**src/ccd_pkg.sv**
```systemverilog
// Purpose: constants and carrier types of the codec clock/datapath register bank
// Assumes: 8-bit registers on page 0, reached through a decoded control-bus port
// Notes:   field positions count from d0 = bit 0
package ccd_pkg;

    // ------------------------------------------------------------------
    // register offsets and reset values
    // ------------------------------------------------------------------
    localparam int             CCD_ADDR_W      = 7;
    localparam logic [6:0]     CCD_OFS_PLL_A   = 7'h03;
    localparam logic [6:0]     CCD_OFS_PLL_J   = 7'h04;
    localparam logic [6:0]     CCD_OFS_FRAC_HI = 7'h05;
    localparam logic [6:0]     CCD_OFS_FRAC_LO = 7'h06;
    localparam logic [6:0]     CCD_OFS_DPATH   = 7'h07;
    localparam logic [6:0]     CCD_OFS_SPORT   = 7'h08;
    localparam logic [7:0]     CCD_RST_PLL_A   = 8'h10;
    localparam logic [7:0]     CCD_RST_PLL_J   = 8'h04;
    localparam logic [7:0]     CCD_RST_FRAC_HI = 8'h00;
    localparam logic [7:0]     CCD_RST_FRAC_LO = 8'h00;
    localparam logic [7:0]     CCD_RST_DPATH   = 8'h00;
    localparam logic [7:0]     CCD_RST_SPORT   = 8'h00;
    localparam logic [7:0]     CCD_RD_UNMAPPED = 8'h00;

    // ------------------------------------------------------------------
    // field positions
    // ------------------------------------------------------------------
    localparam int CCD_PLL_EN_BIT  = 7;
    localparam int CCD_Q_MSB       = 6;
    localparam int CCD_Q_LSB       = 3;
    localparam int CCD_P_MSB       = 2;
    localparam int CCD_J_MSB       = 7;
    localparam int CCD_J_LSB       = 2;
    localparam int CCD_FRAC_LO_LSB = 2;
    localparam int CCD_FSREF_BIT   = 7;
    localparam int CCD_ADC_DR_BIT  = 6;
    localparam int CCD_DAC_DR_BIT  = 5;
    localparam int CCD_LSRC_LSB    = 3;
    localparam int CCD_RSRC_LSB    = 1;
    localparam int CCD_BCLK_M_BIT  = 7;
    localparam int CCD_WCLK_M_BIT  = 6;
    localparam int CCD_DOUT_TS_BIT = 5;
    localparam int CCD_CLK_KEEP_BIT = 4;
    localparam int CCD_FX3D_BIT    = 2;
    localparam int CCD_FRAC_W      = 14;
    localparam int CCD_FRAC_MAX    = 9999;

    // ------------------------------------------------------------------
    // carrier types
    // ------------------------------------------------------------------
    typedef enum logic [1:0] {CCD_SRC_MUTE, CCD_SRC_LEFT, CCD_SRC_RIGHT, CCD_SRC_MONO} ccd_dac_src_t;

    typedef struct packed {
        logic                  wr;
        logic                  rd;
        logic [CCD_ADDR_W-1:0] addr;
        logic [7:0]            wdata;
    } ccd_req_t;

    typedef struct packed {
        logic                  pll_en;
        logic [4:0]            pll_q;
        logic [3:0]            pll_p;
        logic [5:0]            pll_j;
        logic [CCD_FRAC_W-1:0] pll_d;
        logic                  fsref_441;
        logic                  adc_dual;
        logic                  dac_dual;
        ccd_dac_src_t          left_src;
        ccd_dac_src_t          right_src;
        logic                  bclk_master;
        logic                  wclk_master;
        logic                  dout_tristate;
        logic                  clk_keep;
        logic                  effect3d;
    } ccd_cfg_t;

endpackage : ccd_pkg

```
**src/ccd_regs.sv**
```systemverilog
// Purpose: page-0 clock multiplier, datapath and serial-port configuration registers
// Assumes: the control-bus slave hands over decoded one-cycle read/write requests
// Notes:   decoded settings leave from flip-flops one cycle after the register updates
`timescale 1ns/1ns

module ccd_regs
    import ccd_pkg::*;
#(
    parameter int FRAC_MAX = CCD_FRAC_MAX
) (
    input  wire logic     i_core_clk,
    input  wire logic     i_arst_n,
    input  wire logic     i_page_sel,
    input  wire ccd_req_t i_req,
    input  wire logic     i_codec_powered_down,
    input  wire logic     i_dout_valid,
    input  wire logic     i_gp_pin_is_wclk,
    output logic          o_hit,
    output logic [7:0]    o_rdata,
    output logic          o_rvalid,
    output ccd_cfg_t      o_cfg,
    output logic          o_agc_fsref_441,
    output logic          o_frac_invalid,
    output logic          o_dual_mismatch,
    output logic          o_clk_gen_run,
    output logic          o_bclk_oe,
    output logic          o_wclk_oe,
    output logic          o_gp_pin_one_oe,
    output logic          o_dout_oe
);

    // ------------------------------------------------------------------
    // elaboration checks
    // ------------------------------------------------------------------
    if (FRAC_MAX < 0 || FRAC_MAX >= (1 << CCD_FRAC_W)) begin : g_bad_frac_max
        $error("FRAC_MAX does not fit the fractional field");
    end

    // ------------------------------------------------------------------
    // decode helpers
    // ------------------------------------------------------------------
    function automatic logic [4:0] dec_q(input logic [3:0] code);
        logic [4:0] v;
        v = {1'b0, code};
        if (code == 4'h0) begin
            v = 5'h10;
        end else if (code == 4'h1) begin
            v = 5'h11;
        end
        return v;
    endfunction : dec_q

    function automatic logic [3:0] dec_p(input logic [2:0] code);
        return (code == 3'h0) ? 4'h8 : {1'b0, code};
    endfunction : dec_p

    // right channel swaps the meaning of codes 01 and 10
    function automatic ccd_dac_src_t dec_src(input logic [1:0] code, input logic is_right);
        ccd_dac_src_t s;
        case (code)
            2'h0: s = CCD_SRC_MUTE;
            2'h1: s = is_right ? CCD_SRC_RIGHT : CCD_SRC_LEFT;
            2'h2: s = is_right ? CCD_SRC_LEFT : CCD_SRC_RIGHT;
            default: s = CCD_SRC_MONO;
        endcase
        return s;
    endfunction : dec_src

    // ------------------------------------------------------------------
    // access decode
    // ------------------------------------------------------------------
    logic       page0;
    logic       mapped;
    logic       wr_hit;
    logic [7:0] reg_pll_a;
    logic [7:0] reg_pll_j;
    logic [7:0] reg_frac_hi;
    logic [7:0] reg_frac_lo;
    logic [7:0] reg_dpath;
    logic [7:0] reg_sport;
    logic [CCD_FRAC_W-1:0] frac_applied;
    ccd_cfg_t   next_cfg;
    logic [7:0] next_rdata;

    assign page0  = ~i_page_sel;
    assign mapped = (i_req.addr >= CCD_OFS_PLL_A) && (i_req.addr <= CCD_OFS_SPORT);
    assign o_hit  = page0 && mapped && (i_req.wr || i_req.rd);
    assign wr_hit = page0 && mapped && i_req.wr;

    // ------------------------------------------------------------------
    // register storage
    // ------------------------------------------------------------------
    always_ff @(posedge i_core_clk or negedge i_arst_n) begin
        if (!i_arst_n) begin
            reg_pll_a   <= CCD_RST_PLL_A;
            reg_frac_hi <= CCD_RST_FRAC_HI;
            reg_frac_lo <= CCD_RST_FRAC_LO;
            reg_dpath   <= CCD_RST_DPATH;
            reg_sport   <= CCD_RST_SPORT;
        end else if (wr_hit) begin
            case (i_req.addr)
                CCD_OFS_PLL_A:   reg_pll_a <= i_req.wdata;
                CCD_OFS_FRAC_HI: reg_frac_hi <= i_req.wdata;
                CCD_OFS_FRAC_LO: reg_frac_lo <= {i_req.wdata[7:CCD_FRAC_LO_LSB], 2'h0};
                CCD_OFS_DPATH:   reg_dpath <= i_req.wdata;
                CCD_OFS_SPORT:   reg_sport <= i_req.wdata;
                default: begin
                end
            endcase
        end
    end

    always_ff @(posedge i_core_clk or negedge i_arst_n) begin
        if (!i_arst_n) begin
            reg_pll_j <= CCD_RST_PLL_J;
        end else if (wr_hit && i_req.addr == CCD_OFS_PLL_J && i_req.wdata[CCD_J_MSB:CCD_J_LSB] != 6'h00) begin
            reg_pll_j <= i_req.wdata;
        end
    end

    // fraction applied as one word when the low byte lands, so a lone high write stays staged
    always_ff @(posedge i_core_clk or negedge i_arst_n) begin
        if (!i_arst_n) begin
            frac_applied <= '0;
        end else if (wr_hit && i_req.addr == CCD_OFS_FRAC_LO) begin
            frac_applied <= {reg_frac_hi, i_req.wdata[7:CCD_FRAC_LO_LSB]};
        end
    end

    // ------------------------------------------------------------------
    // read path
    // ------------------------------------------------------------------
    always_comb begin
        case (i_req.addr)
            CCD_OFS_PLL_A:   next_rdata = reg_pll_a;
            CCD_OFS_PLL_J:   next_rdata = reg_pll_j;
            CCD_OFS_FRAC_HI: next_rdata = reg_frac_hi;
            CCD_OFS_FRAC_LO: next_rdata = reg_frac_lo;
            CCD_OFS_DPATH:   next_rdata = reg_dpath;
            CCD_OFS_SPORT:   next_rdata = reg_sport;
            default:         next_rdata = CCD_RD_UNMAPPED;
        endcase
        if (!page0) begin
            next_rdata = CCD_RD_UNMAPPED;
        end
    end

    always_ff @(posedge i_core_clk or negedge i_arst_n) begin
        if (!i_arst_n) begin
            o_rdata  <= '0;
            o_rvalid <= 1'b0;
        end else begin
            o_rvalid <= i_req.rd && page0;
            if (i_req.rd && page0) begin
                o_rdata <= next_rdata;
            end
        end
    end

    // ------------------------------------------------------------------
    // decoded configuration
    // ------------------------------------------------------------------
    always_comb begin
        next_cfg.pll_en        = reg_pll_a[CCD_PLL_EN_BIT];
        next_cfg.pll_q         = dec_q(reg_pll_a[CCD_Q_MSB:CCD_Q_LSB]);
        next_cfg.pll_p         = dec_p(reg_pll_a[CCD_P_MSB:0]);
        next_cfg.pll_j         = reg_pll_j[CCD_J_MSB:CCD_J_LSB];
        next_cfg.pll_d         = frac_applied;
        next_cfg.fsref_441     = reg_dpath[CCD_FSREF_BIT];
        next_cfg.adc_dual      = reg_dpath[CCD_ADC_DR_BIT];
        next_cfg.dac_dual      = reg_dpath[CCD_DAC_DR_BIT];
        next_cfg.left_src      = dec_src(reg_dpath[CCD_LSRC_LSB+1:CCD_LSRC_LSB], 1'b0);
        next_cfg.right_src     = dec_src(reg_dpath[CCD_RSRC_LSB+1:CCD_RSRC_LSB], 1'b1);
        next_cfg.bclk_master   = reg_sport[CCD_BCLK_M_BIT];
        next_cfg.wclk_master   = reg_sport[CCD_WCLK_M_BIT];
        next_cfg.dout_tristate = reg_sport[CCD_DOUT_TS_BIT];
        next_cfg.clk_keep      = reg_sport[CCD_CLK_KEEP_BIT];
        next_cfg.effect3d      = reg_sport[CCD_FX3D_BIT];
    end

    always_ff @(posedge i_core_clk or negedge i_arst_n) begin
        if (!i_arst_n) begin
            o_cfg           <= '0;
            o_agc_fsref_441 <= 1'b0;
            o_frac_invalid  <= 1'b0;
            o_dual_mismatch <= 1'b0;
        end else begin
            o_cfg           <= next_cfg;
            o_agc_fsref_441 <= next_cfg.fsref_441;
            // flags an out-of-range fraction left by the host
            o_frac_invalid  <= frac_applied > FRAC_MAX[CCD_FRAC_W-1:0];
            o_dual_mismatch <= next_cfg.adc_dual ^ next_cfg.dac_dual;
        end
    end

    // ------------------------------------------------------------------
    // serial port pin control
    // ------------------------------------------------------------------
    // clock generation through power-down
    assign o_clk_gen_run   = (o_cfg.bclk_master || o_cfg.wclk_master) &&
                             (!i_codec_powered_down || o_cfg.clk_keep);
    assign o_bclk_oe       = o_cfg.bclk_master && o_clk_gen_run;
    // word clock on its pin or the general-purpose pin
    assign o_wclk_oe       = o_cfg.wclk_master && o_clk_gen_run && !i_gp_pin_is_wclk;
    assign o_gp_pin_one_oe = o_cfg.wclk_master && o_clk_gen_run && i_gp_pin_is_wclk;
    // float data output between valid bits
    assign o_dout_oe       = !o_cfg.dout_tristate || i_dout_valid;

    // ------------------------------------------------------------------
    // assertions
    // ------------------------------------------------------------------
    property p_pll_en;
        @(posedge i_core_clk) disable iff (!i_arst_n)
        (wr_hit && i_req.addr == CCD_OFS_PLL_A) |-> ##2 (o_cfg.pll_en == $past(i_req.wdata[7], 2));
    endproperty
    a_pll_en: assert property (p_pll_en) else $error("multiplier enable does not follow d7");

    property p_q_range;
        @(posedge i_core_clk) disable iff (!i_arst_n)
        (o_cfg.pll_q >= 5'h02 && o_cfg.pll_q <= 5'h11) ||
        (o_cfg.pll_q == 5'h00 && $past(o_cfg.pll_q) == 5'h00);
    endproperty
    a_q_range: assert property (p_q_range) else $error("output divider outside 2..17");

    property p_q_decode;
        @(posedge i_core_clk) disable iff (!i_arst_n)
        (wr_hit && i_req.addr == CCD_OFS_PLL_A && i_req.wdata[6:3] == 4'h1) |-> ##2 (o_cfg.pll_q == 5'h11);
    endproperty
    a_q_decode: assert property (p_q_decode) else $error("code 0001 not decoded as 17");

    property p_p_decode;
        @(posedge i_core_clk) disable iff (!i_arst_n)
        (wr_hit && i_req.addr == CCD_OFS_PLL_A && i_req.wdata[2:0] == 3'h0) |-> ##2 (o_cfg.pll_p == 4'h8);
    endproperty
    a_p_decode: assert property (p_p_decode) else $error("code 000 not decoded as 8");

    property p_j_nonzero;
        @(posedge i_core_clk) disable iff (!i_arst_n)
        (wr_hit && i_req.addr == CCD_OFS_PLL_J && i_req.wdata[7:2] == 6'h00) |=> $stable(reg_pll_j);
    endproperty
    a_j_nonzero: assert property (p_j_nonzero) else $error("reserved zero multiplier accepted");

    property p_frac_pair;
        @(posedge i_core_clk) disable iff (!i_arst_n)
        (wr_hit && i_req.addr == CCD_OFS_FRAC_LO) |-> ##2
            (o_cfg.pll_d == {$past(reg_frac_hi, 2), $past(i_req.wdata[7:2], 2)});
    endproperty
    a_frac_pair: assert property (p_frac_pair) else $error("fraction not formed from both bytes");

    property p_frac_lo_rd;
        @(posedge i_core_clk) disable iff (!i_arst_n)
        (i_req.rd && page0 && i_req.addr == CCD_OFS_FRAC_LO) |=> (o_rvalid && o_rdata[1:0] == 2'h0);
    endproperty
    a_frac_lo_rd: assert property (p_frac_lo_rd) else $error("read-only fraction bits not zero");

    property p_src_right;
        @(posedge i_core_clk) disable iff (!i_arst_n)
        (wr_hit && i_req.addr == CCD_OFS_DPATH && i_req.wdata[2:1] == 2'h1) |-> ##2
            (o_cfg.right_src == CCD_SRC_RIGHT);
    endproperty
    a_src_right: assert property (p_src_right) else $error("right source code 01 misrouted");

    property p_dout_float;
        @(posedge i_core_clk) disable iff (!i_arst_n)
        (o_cfg.dout_tristate && !i_dout_valid) |-> !o_dout_oe;
    endproperty
    a_dout_float: assert property (p_dout_float) else $error("data output driven between valid bits");

    property p_clk_stop;
        @(posedge i_core_clk) disable iff (!i_arst_n)
        (i_codec_powered_down && !o_cfg.clk_keep) |-> !(o_bclk_oe || o_wclk_oe || o_gp_pin_one_oe);
    endproperty
    a_clk_stop: assert property (p_clk_stop) else $error("master clocks run through power-down");

    property p_page1;
        @(posedge i_core_clk) disable iff (!i_arst_n)
        i_page_sel |=> ($stable(reg_dpath) && $stable(reg_sport) && $stable(reg_pll_a));
    endproperty
    a_page1: assert property (p_page1) else $error("page-one access changed a register");

    property p_fsref_agc;
        @(posedge i_core_clk) disable iff (!i_arst_n)
        (wr_hit && i_req.addr == CCD_OFS_DPATH) |-> ##2 (o_agc_fsref_441 == $past(i_req.wdata[7], 2));
    endproperty
    a_fsref_agc: assert property (p_fsref_agc) else $error("gain-loop rate select does not follow d7");

    property p_dual_rate;
        @(posedge i_core_clk) disable iff (!i_arst_n)
        (wr_hit && i_req.addr == CCD_OFS_DPATH) |-> ##2
            (o_cfg.adc_dual == $past(i_req.wdata[6], 2) && o_cfg.dac_dual == $past(i_req.wdata[5], 2));
    endproperty
    a_dual_rate: assert property (p_dual_rate) else $error("dual-rate modes do not follow d6 and d5");

    property p_src_left;
        @(posedge i_core_clk) disable iff (!i_arst_n)
        (wr_hit && i_req.addr == CCD_OFS_DPATH && i_req.wdata[4:3] == 2'h2) |-> ##2
            (o_cfg.left_src == CCD_SRC_RIGHT);
    endproperty
    a_src_left: assert property (p_src_left) else $error("left source code 10 misrouted");

    property p_bclk_slave;
        @(posedge i_core_clk) disable iff (!i_arst_n)
        !o_cfg.bclk_master |-> !o_bclk_oe;
    endproperty
    a_bclk_slave: assert property (p_bclk_slave) else $error("bit clock driven in slave mode");

    property p_fx3d;
        @(posedge i_core_clk) disable iff (!i_arst_n)
        (wr_hit && i_req.addr == CCD_OFS_SPORT) |-> ##2 (o_cfg.effect3d == $past(i_req.wdata[2], 2));
    endproperty
    a_fx3d: assert property (p_fx3d) else $error("3-d effect enable does not follow d2");

    c_frac_write: cover property (@(posedge i_core_clk) disable iff (!i_arst_n)
        (wr_hit && i_req.addr == CCD_OFS_FRAC_HI) ##2 (wr_hit && i_req.addr == CCD_OFS_FRAC_LO));
    c_master_keep: cover property (@(posedge i_core_clk) disable iff (!i_arst_n)
        i_codec_powered_down && o_bclk_oe);
    c_mono_mix: cover property (@(posedge i_core_clk) disable iff (!i_arst_n)
        o_cfg.left_src == CCD_SRC_MONO && o_cfg.right_src == CCD_SRC_MONO);
    c_pll_on: cover property (@(posedge i_core_clk) disable iff (!i_arst_n) $rose(o_cfg.pll_en));

endmodule : ccd_regs

```
**config.mk**
```make
export PLATFORM = sky130hd
export DESIGN_NAME = ccd_regs
export DESIGN_NICKNAME = d
export VERILOG_FILES = /design/src/ccd_pkg.sv /design/src/ccd_regs.sv
export SDC_FILE = /design/constraint.sdc
export NUM_CORES = 1
export LEC_CHECK = 0
export ABC_AREA = 1
export BUFFER_PORTS_ARGS = -buffer_cell sky130_fd_sc_hd__buf_2
export CORE_MARGIN = 5
export CORE_UTILIZATION = 50
export CTS_CLUSTER_SIZE = 16
export DETAILED_ROUTE_END_ITERATION = 16
export PLACE_DENSITY_LB_ADDON = 0.25
export SLEW_MARGIN = 0
export SYNTH_ARGS = -nofsm -noshare
export SYNTH_HDL_FRONTEND = slang
export SYNTH_SLANG_ARGS = --single-unit
```
**constraint.sdc**
```tcl
create_clock -name i_core_clk -period 1.5 [get_ports i_core_clk]
set_input_delay 0.3 -clock i_core_clk [delete_from_list [all_inputs] [get_ports i_core_clk]]
set_output_delay 0.3 -clock i_core_clk [all_outputs]
set_load 0.01 [all_outputs]
```
==> flow_summary.ini, run 1 <==
[placement]
hpwl_um = 8090
place_area_sq_um = 5200
gp_congestion = 0.889
port_buffers = 82

[cts]
tritoncts = yes
cts.clk_slew.worst_paths_ns = 0.10
htreeDepth = 3
cts_inserted_buffers = 9
root_buffer = clkbuf_8
clock_path_buffers = 2
worstSkewPairLatency_ns = 0.36
clock-sinks = 107

[global_routing]
grt_pass1_vias = 3551
antenna_found_initial = 0
grt_pass1_wl_um = 18000
grt_max_degree = 49
grt.total_usage_pct = 20.7
gr-total-overflow = 0

[route]
routedWlPerCell_um = 15.5
wirelength_um = 10800
dr.pass1.iters = 4
vias = 3612
post-route-drc-count = 0
antenna_left = 0
via_per_inst = 5.16
drt-initial-drc-count = 278

[timing]
slew_viol_final = 0
tns_ns = 0
slew_headroom_pct = 63.5
rsz0062_at_grt = true
max_freq_mhz = 677
period_minus_slack_ns = 1.48
tightest_slew_ns = 0.545
setup_viol = 0
skew_ns = 0.0138
hold_violations = 0
min_period_over_period_pct = 98.5

[power]
p_leak_uw = 0.00320
ir_drop_mv = 0.445
powerDensity_nw_per_um2 = 920

[worst_setup_path]
path_common_cell = buf_2
r2r_start = reg_dpath[5]
cp-start-kind = primary input
critPathKind = primary input to primary output
worstPathCellList = buf_2, nor2_1, nand2_2, nor2_4, nor2_8, nand2_8, a21oi_2, buf_2
required_ns = 1.20
critPathCaptureType = primary output
critPathMaxStageDelay_ns = 0.16
worstPathArrival_ns = 1.18
cp_max_fo = 4
crit_path_start = i_req[11]
crit_slowest_cell = nor2_4

[yosys]
avgSynthCellArea_sq_um = 9.36
synth_area_sq_um = 4470
synthTopCellsByArea = dfrtp_1, nand2_1, nand3_1, inv_1, o21ai_1
syn_nets = 500
yosysSeqAreaShare_pct = 60.0
syn_inst = 477
synth.top_cell.area_share_pct = 58.8
synthDistinctLibCells = 28
yosys_warnings = 0
yosys.area.top_type = dfrtp_1
synth-seq-cells = 107

[worst_hold_path]
hold_start = i_req[4]
min_path_type = primary input to register

[cells_and_area]
area_delta_synth_final_pct = 22.6
drive_above_1_share_pct = 29.9
diodes = 0
stdcell_area_sq_um = 5480
layout.nets = 610
n_fill_cell = 719

[floorplan]
start_util_pct = 51.2
rows = 34
core-area_sq_um = 8720
ios = 83
dieArea_sq_um = 10900
die_w_um = 105
die_h_um = 105

[run_status]
status = completed

[run]
cap_violations = 0
[registers in the layout (all words and copies together) (netlist names)]
register and count:
frac_applied 14, o_cfg 41, reg_dpath 8, o_frac_invalid 1
o_rdata 8, o_agc_fsref_441 1, o_dual_mismatch 1, reg_pll_j 8
reg_pll_a 8, reg_frac_hi 8, reg_sport 8, o_rvalid 1
[cells in the mapped netlist]
cell / instances
o31a_1: 1
nand3_2: 1
inv_1: 32
nand3_1: 76
clkbuf_1: 12
nand4_1: 1
xor2_1: 1
nor2_2: 4
nand4_4: 2
nor2_4: 2
nand2_1: 157
nor3_4: 2
buf_4: 1
o21ai_0: 9
nand2_2: 1
a21oi_1: 2
nand2_4: 5
nand4_2: 2
buf_2: 6
o21ai_1: 16
nor2_8: 3
nor3_2: 2
nor2_1: 21
dfstp_2: 2
dfrtp_1: 105
nor3_1: 3
buf_6: 4
inv_2: 4
[critical path: cells and delay by family]
kind | cells | cell delay [ns]
and+or+nand+nor | 5 | 0.55
AOI/OAI and AO/OA | 1 | 0.03
buffers and inverters | 2 | 0.28
[per-stage QoR]
stage,setup WS (ns),power [uW],hold WS [ns],std cells,util (%)
2_1_floorplan,0.0662,3190,0.00441,477,-
3_3_place_gp,-0.0810,3420,0.168,678,59.7
3_5_place_dp,-0.128,3440,0.173,678,59.7
4_1_cts,0.00881,5060,0.194,697,62.2
5_1_grt,-0.0308,5250,0.219,700,62.8
6_report,0.0225,5030,0.205,700,62.8
[repair_timing]
item                                    4_1_cts  5_1_grt
resized for setup                             4       10
endpoints found under the setup margin        1        3
hold buffers                                  1        0
pin swaps                                     2        6
hold endpoints to repair                     12        0
buffers inserted                              2        3
[kinds of logic after synthesis]
logic type | count (synthesis) | synth area share [%]
flip-flops | 107 | 60.0
AO/OA/AOI/OAI | 28 | 3.22
buffers and inverters | 59 | 5.88
XOR/XNOR | 1 | 0.196
AND/OR/NAND/NOR | 282 | 30.7
[area by class of cell]
class / instances / area (sq um) / area share, %
inverter: 36 / 135 / 2.47
multi-input combinational: 311 / 1560 / 28.5
tap: 108 / 135 / 2.47
clock inverter: 6 / 47.5 / 0.868
sequential: 107 / 2680 / 48.9
timing repair buffer: 122 / 778 / 14.2
clock buffer: 10 / 138 / 2.51
[power by group]
| part | internal (uW) | switching (uW) | total [uW] |
|---|---|---|---|
| Combinational | 142 | 264 | 405 |
| Clock | 665 | 973 | 1640 |
| Sequential | 2950 | 40.8 | 2990 |
[cells in the final DEF, fill, tap and decap left out, drive strengths merged]
cell type	count
dlygate4sd3	1
nor2	30
o31a	1
nand2	163
a21oi	2
nor3	7
xor2	1
clkbuf	10
dfrtp	105
clkinv	3
dfstp	2
buf	121
o21ai	25
nand3	77
nand4	5
clkinvlp	1
inv	38
[worst paths after layout]
| kind | to | slack [ns] | depth (start not counted) |
|---|---|---|---|
| setup / recovery | o_hit | 0.02 | 8 |
| hold / removal | reg_pll_a[4] | 0.21 | 3 |
| setup reg to reg | o_rdata[5] | 0.47 | 6 |
| hold reg to reg | o_cfg[30] | 0.40 | 0 |
| max in group asynchronous | reg_pll_j[2] | 0.61 | 3 |
| min in group asynchronous | o_cfg[18] | 0.32 | 2 |
[metal layers]
metal | up-vias | share of wire [%] | GRT usage [%]
li1 | 1739 | - | -
met1 | 1719 | 44 | 29.9
met2 | 133 | 45 | 30.9
met3 | 21 | 8.1 | 4.41
met4 | 0 | 2.8 | 7.86
met5 | - | 0 | 0
Power figures use the tool's default switching activity.
==> run 2: changes to the inputs <==
--- a/config.mk
+++ b/config.mk
@@ -7,11 +7,13 @@
 export LEC_CHECK = 0
 export ABC_AREA = 1
 export BUFFER_PORTS_ARGS = -buffer_cell sky130_fd_sc_hd__buf_2
+export CORE_ASPECT_RATIO = 0.5
 export CORE_MARGIN = 5
 export CORE_UTILIZATION = 50
 export CTS_CLUSTER_SIZE = 16
 export DETAILED_ROUTE_END_ITERATION = 16
 export PLACE_DENSITY_LB_ADDON = 0.25
+export SKIP_CTS_REPAIR_TIMING = 1
 export SLEW_MARGIN = 0
 export SYNTH_ARGS = -nofsm -noshare
 export SYNTH_HDL_FRONTEND = slang
==> constraint.sdc (replaced) <==
create_clock -name i_core_clk -period 1.8 [get_ports i_core_clk]
set_input_delay 0.36 -clock i_core_clk [delete_from_list [all_inputs] [get_ports i_core_clk]]
set_output_delay 0.36 -clock i_core_clk [all_outputs]
set_load 0.01 [all_outputs]
==> flow_summary.ini, run 2 (synthesized netlist as in run 1, its figures left out) <==
[route]
via_per_inst = 5.04
routedWlPerCell_um = 15.3
drt-initial-drc-count = 264
antenna_left = 0
vias = 3484
post-route-drc-count = 0
wirelength_um = 10600
dr.pass1.iters = 5

[timing]
hold_violations = 0
min_period_over_period_pct = 93.7
tightest_slew_ns = 0.394
rsz0062_at_grt = false
tns_ns = 0
slew_viol_final = 0
slew_headroom_pct = 73.6
max_freq_mhz = 593
setup_viol = 0
skew_ns = 0.00692
period_minus_slack_ns = 1.69

[worst_hold_path]
hold_start = i_page_sel
worstHoldPathCells = 2
min_to = o_rvalid
min_path_type = primary input to register

[worst_setup_path]
worstPathArrival_ns = 1.33
cp_max_fo = 3
r2r_start = reg_dpath[5]
required_ns = 1.44
critPathCaptureType = primary output
timing.rr.end = o_rdata[5]
crit_slowest_cell = nand2_1
cp-start-kind = primary input
path_common_cell = nand2_4
worstPathCellList = buf_2, inv_1, nand2_1, nor2_8, nand2_4, nand2_4, nand2_4, a21oi_1, buf_2
r2r_cells = 6
critPathKind = primary input to primary output
ff2ff_setup_slack_ns = 0.67
critPathMaxStageDelay_ns = 0.17

[cells_and_area]
layout.nets = 592
top_register = o_cfg
diodes = 0
seqCellArea_sq_um = 2680
reg.largest.list = o_cfg: 41 flops, frac_applied: 14 flops
multi_input_area_sq_um = 1520
mostFrequentLayoutCell = nand2_1
n_fill_cell = 757
stdcell_area_sq_um = 5360
largest_reg_flops = 41
layout_common_cells = nand2_1, dfrtp_1, buf_2, nand3_1, inv_1
drive_above_1_share_pct = 25.4
area_delta_synth_final_pct = 19.9

[global_routing]
grt.total_usage_pct = 20.6
grt_pass1_vias = 3312
grt_pass1_wl_um = 17500
grt_max_degree = 47
antenna_found_initial = 0
gr-total-overflow = 0

[run]
cap_violations = 0

[floorplan]
start_util_pct = 51.3
rows = 24
die_h_um = 76.8
ios = 83
die_w_um = 144
core-area_sq_um = 8710
dieArea_sq_um = 11000

[run_status]
status = completed

[placement]
port_buffers = 82
gp_congestion = 0.853
place_area_sq_um = 5080
hpwl_um = 7760

[cts]
tritoncts = yes
root_buffer = clkbuf_16
cts_inserted_buffers = 9
worstSkewPairLatency_ns = 0.35
clock-sinks = 107
clock_path_buffers = 2
htreeDepth = 3
cts.clk_slew.worst_paths_ns = 0.06

[power]
p_leak_uw = 0.00312
ir_drop_mv = 0.490
power_uw = 4590
powerDensity_nw_per_um2 = 856
run 2: changes by cell type in the layout (fill, tap and decap cells not counted), moves of 3 or more:
cell	before	now
nand2_2	4	1
inv_1	29	32
buf_4	35	20
clkbuf_8	10	0
clkbuf_1	0	3
clkinvlp_4	1	4
nand2_1	153	157
clkbuf_16	0	9
inv_2	7	4
buf_12	5	2
run 2: worst max-delay path by stage:
| stage | from | endpoint | slack, ns |
|---|---|---|---|
| CTS | i_req[9] | o_hit | 0.1 |
| detailed placement | i_req[9] | frac_applied[7] | 0.1 |
| finish | i_req[9] | o_hit | 0.11 |
| global placement | i_req[8] | frac_applied[8] | 0.12 |
| floorplan | i_req[8] | o_hit | 0.25 |
| global route | i_req[9] | o_hit | 0.03 |
run 2: worst max-delay path: cells and delay by family:
kind / cells / cell delay (ns)
simple gates: 5 / 0.53
buf+inv: 3 / 0.32
compound gates: 1 / 0.11
run 2: metal layers:
layer,up-vias,GRT usage [%],wire (um)
li1,1707,-,-
met1,1656,29.8,4910
met2,108,30.5,4750
met3,13,4.97,747
met4,0,6.86,186
met5,-,0,0
run 2: report_power, final:
part	total, uW	switching (uW)	internal, uW
Combinational	305	208	96.9
Clock	1790	848	939
Sequential	2490	32.0	2460
Total	4590	1090	3500
run 2: per-stage QoR:
stage	utilization [%]	setup WS, ns	hold WS, ns	instances
2_1_floorplan	-	0.246	0.0644	477
3_3_place_gp	58.3	0.117	0.282	674
3_5_place_dp	58.3	0.0998	0.282	674
4_1_cts	61.4	0.0986	-0.0985	690
5_1_grt	61.5	0.0311	0.292	691
6_report	61.5	0.113	0.291	691
run 2: cell type report:
type                            instances  share of cell area (%)
Clock inverter                          4                   0.561
Timing Repair Buffer                  104                    11.3
Inverter                               36                    2.52
Tap cell                              117                    2.73
Clock buffer                           12                    4.41
Sequential cell                       107                    50.0
Multi-Input combinational cell        311                    28.4
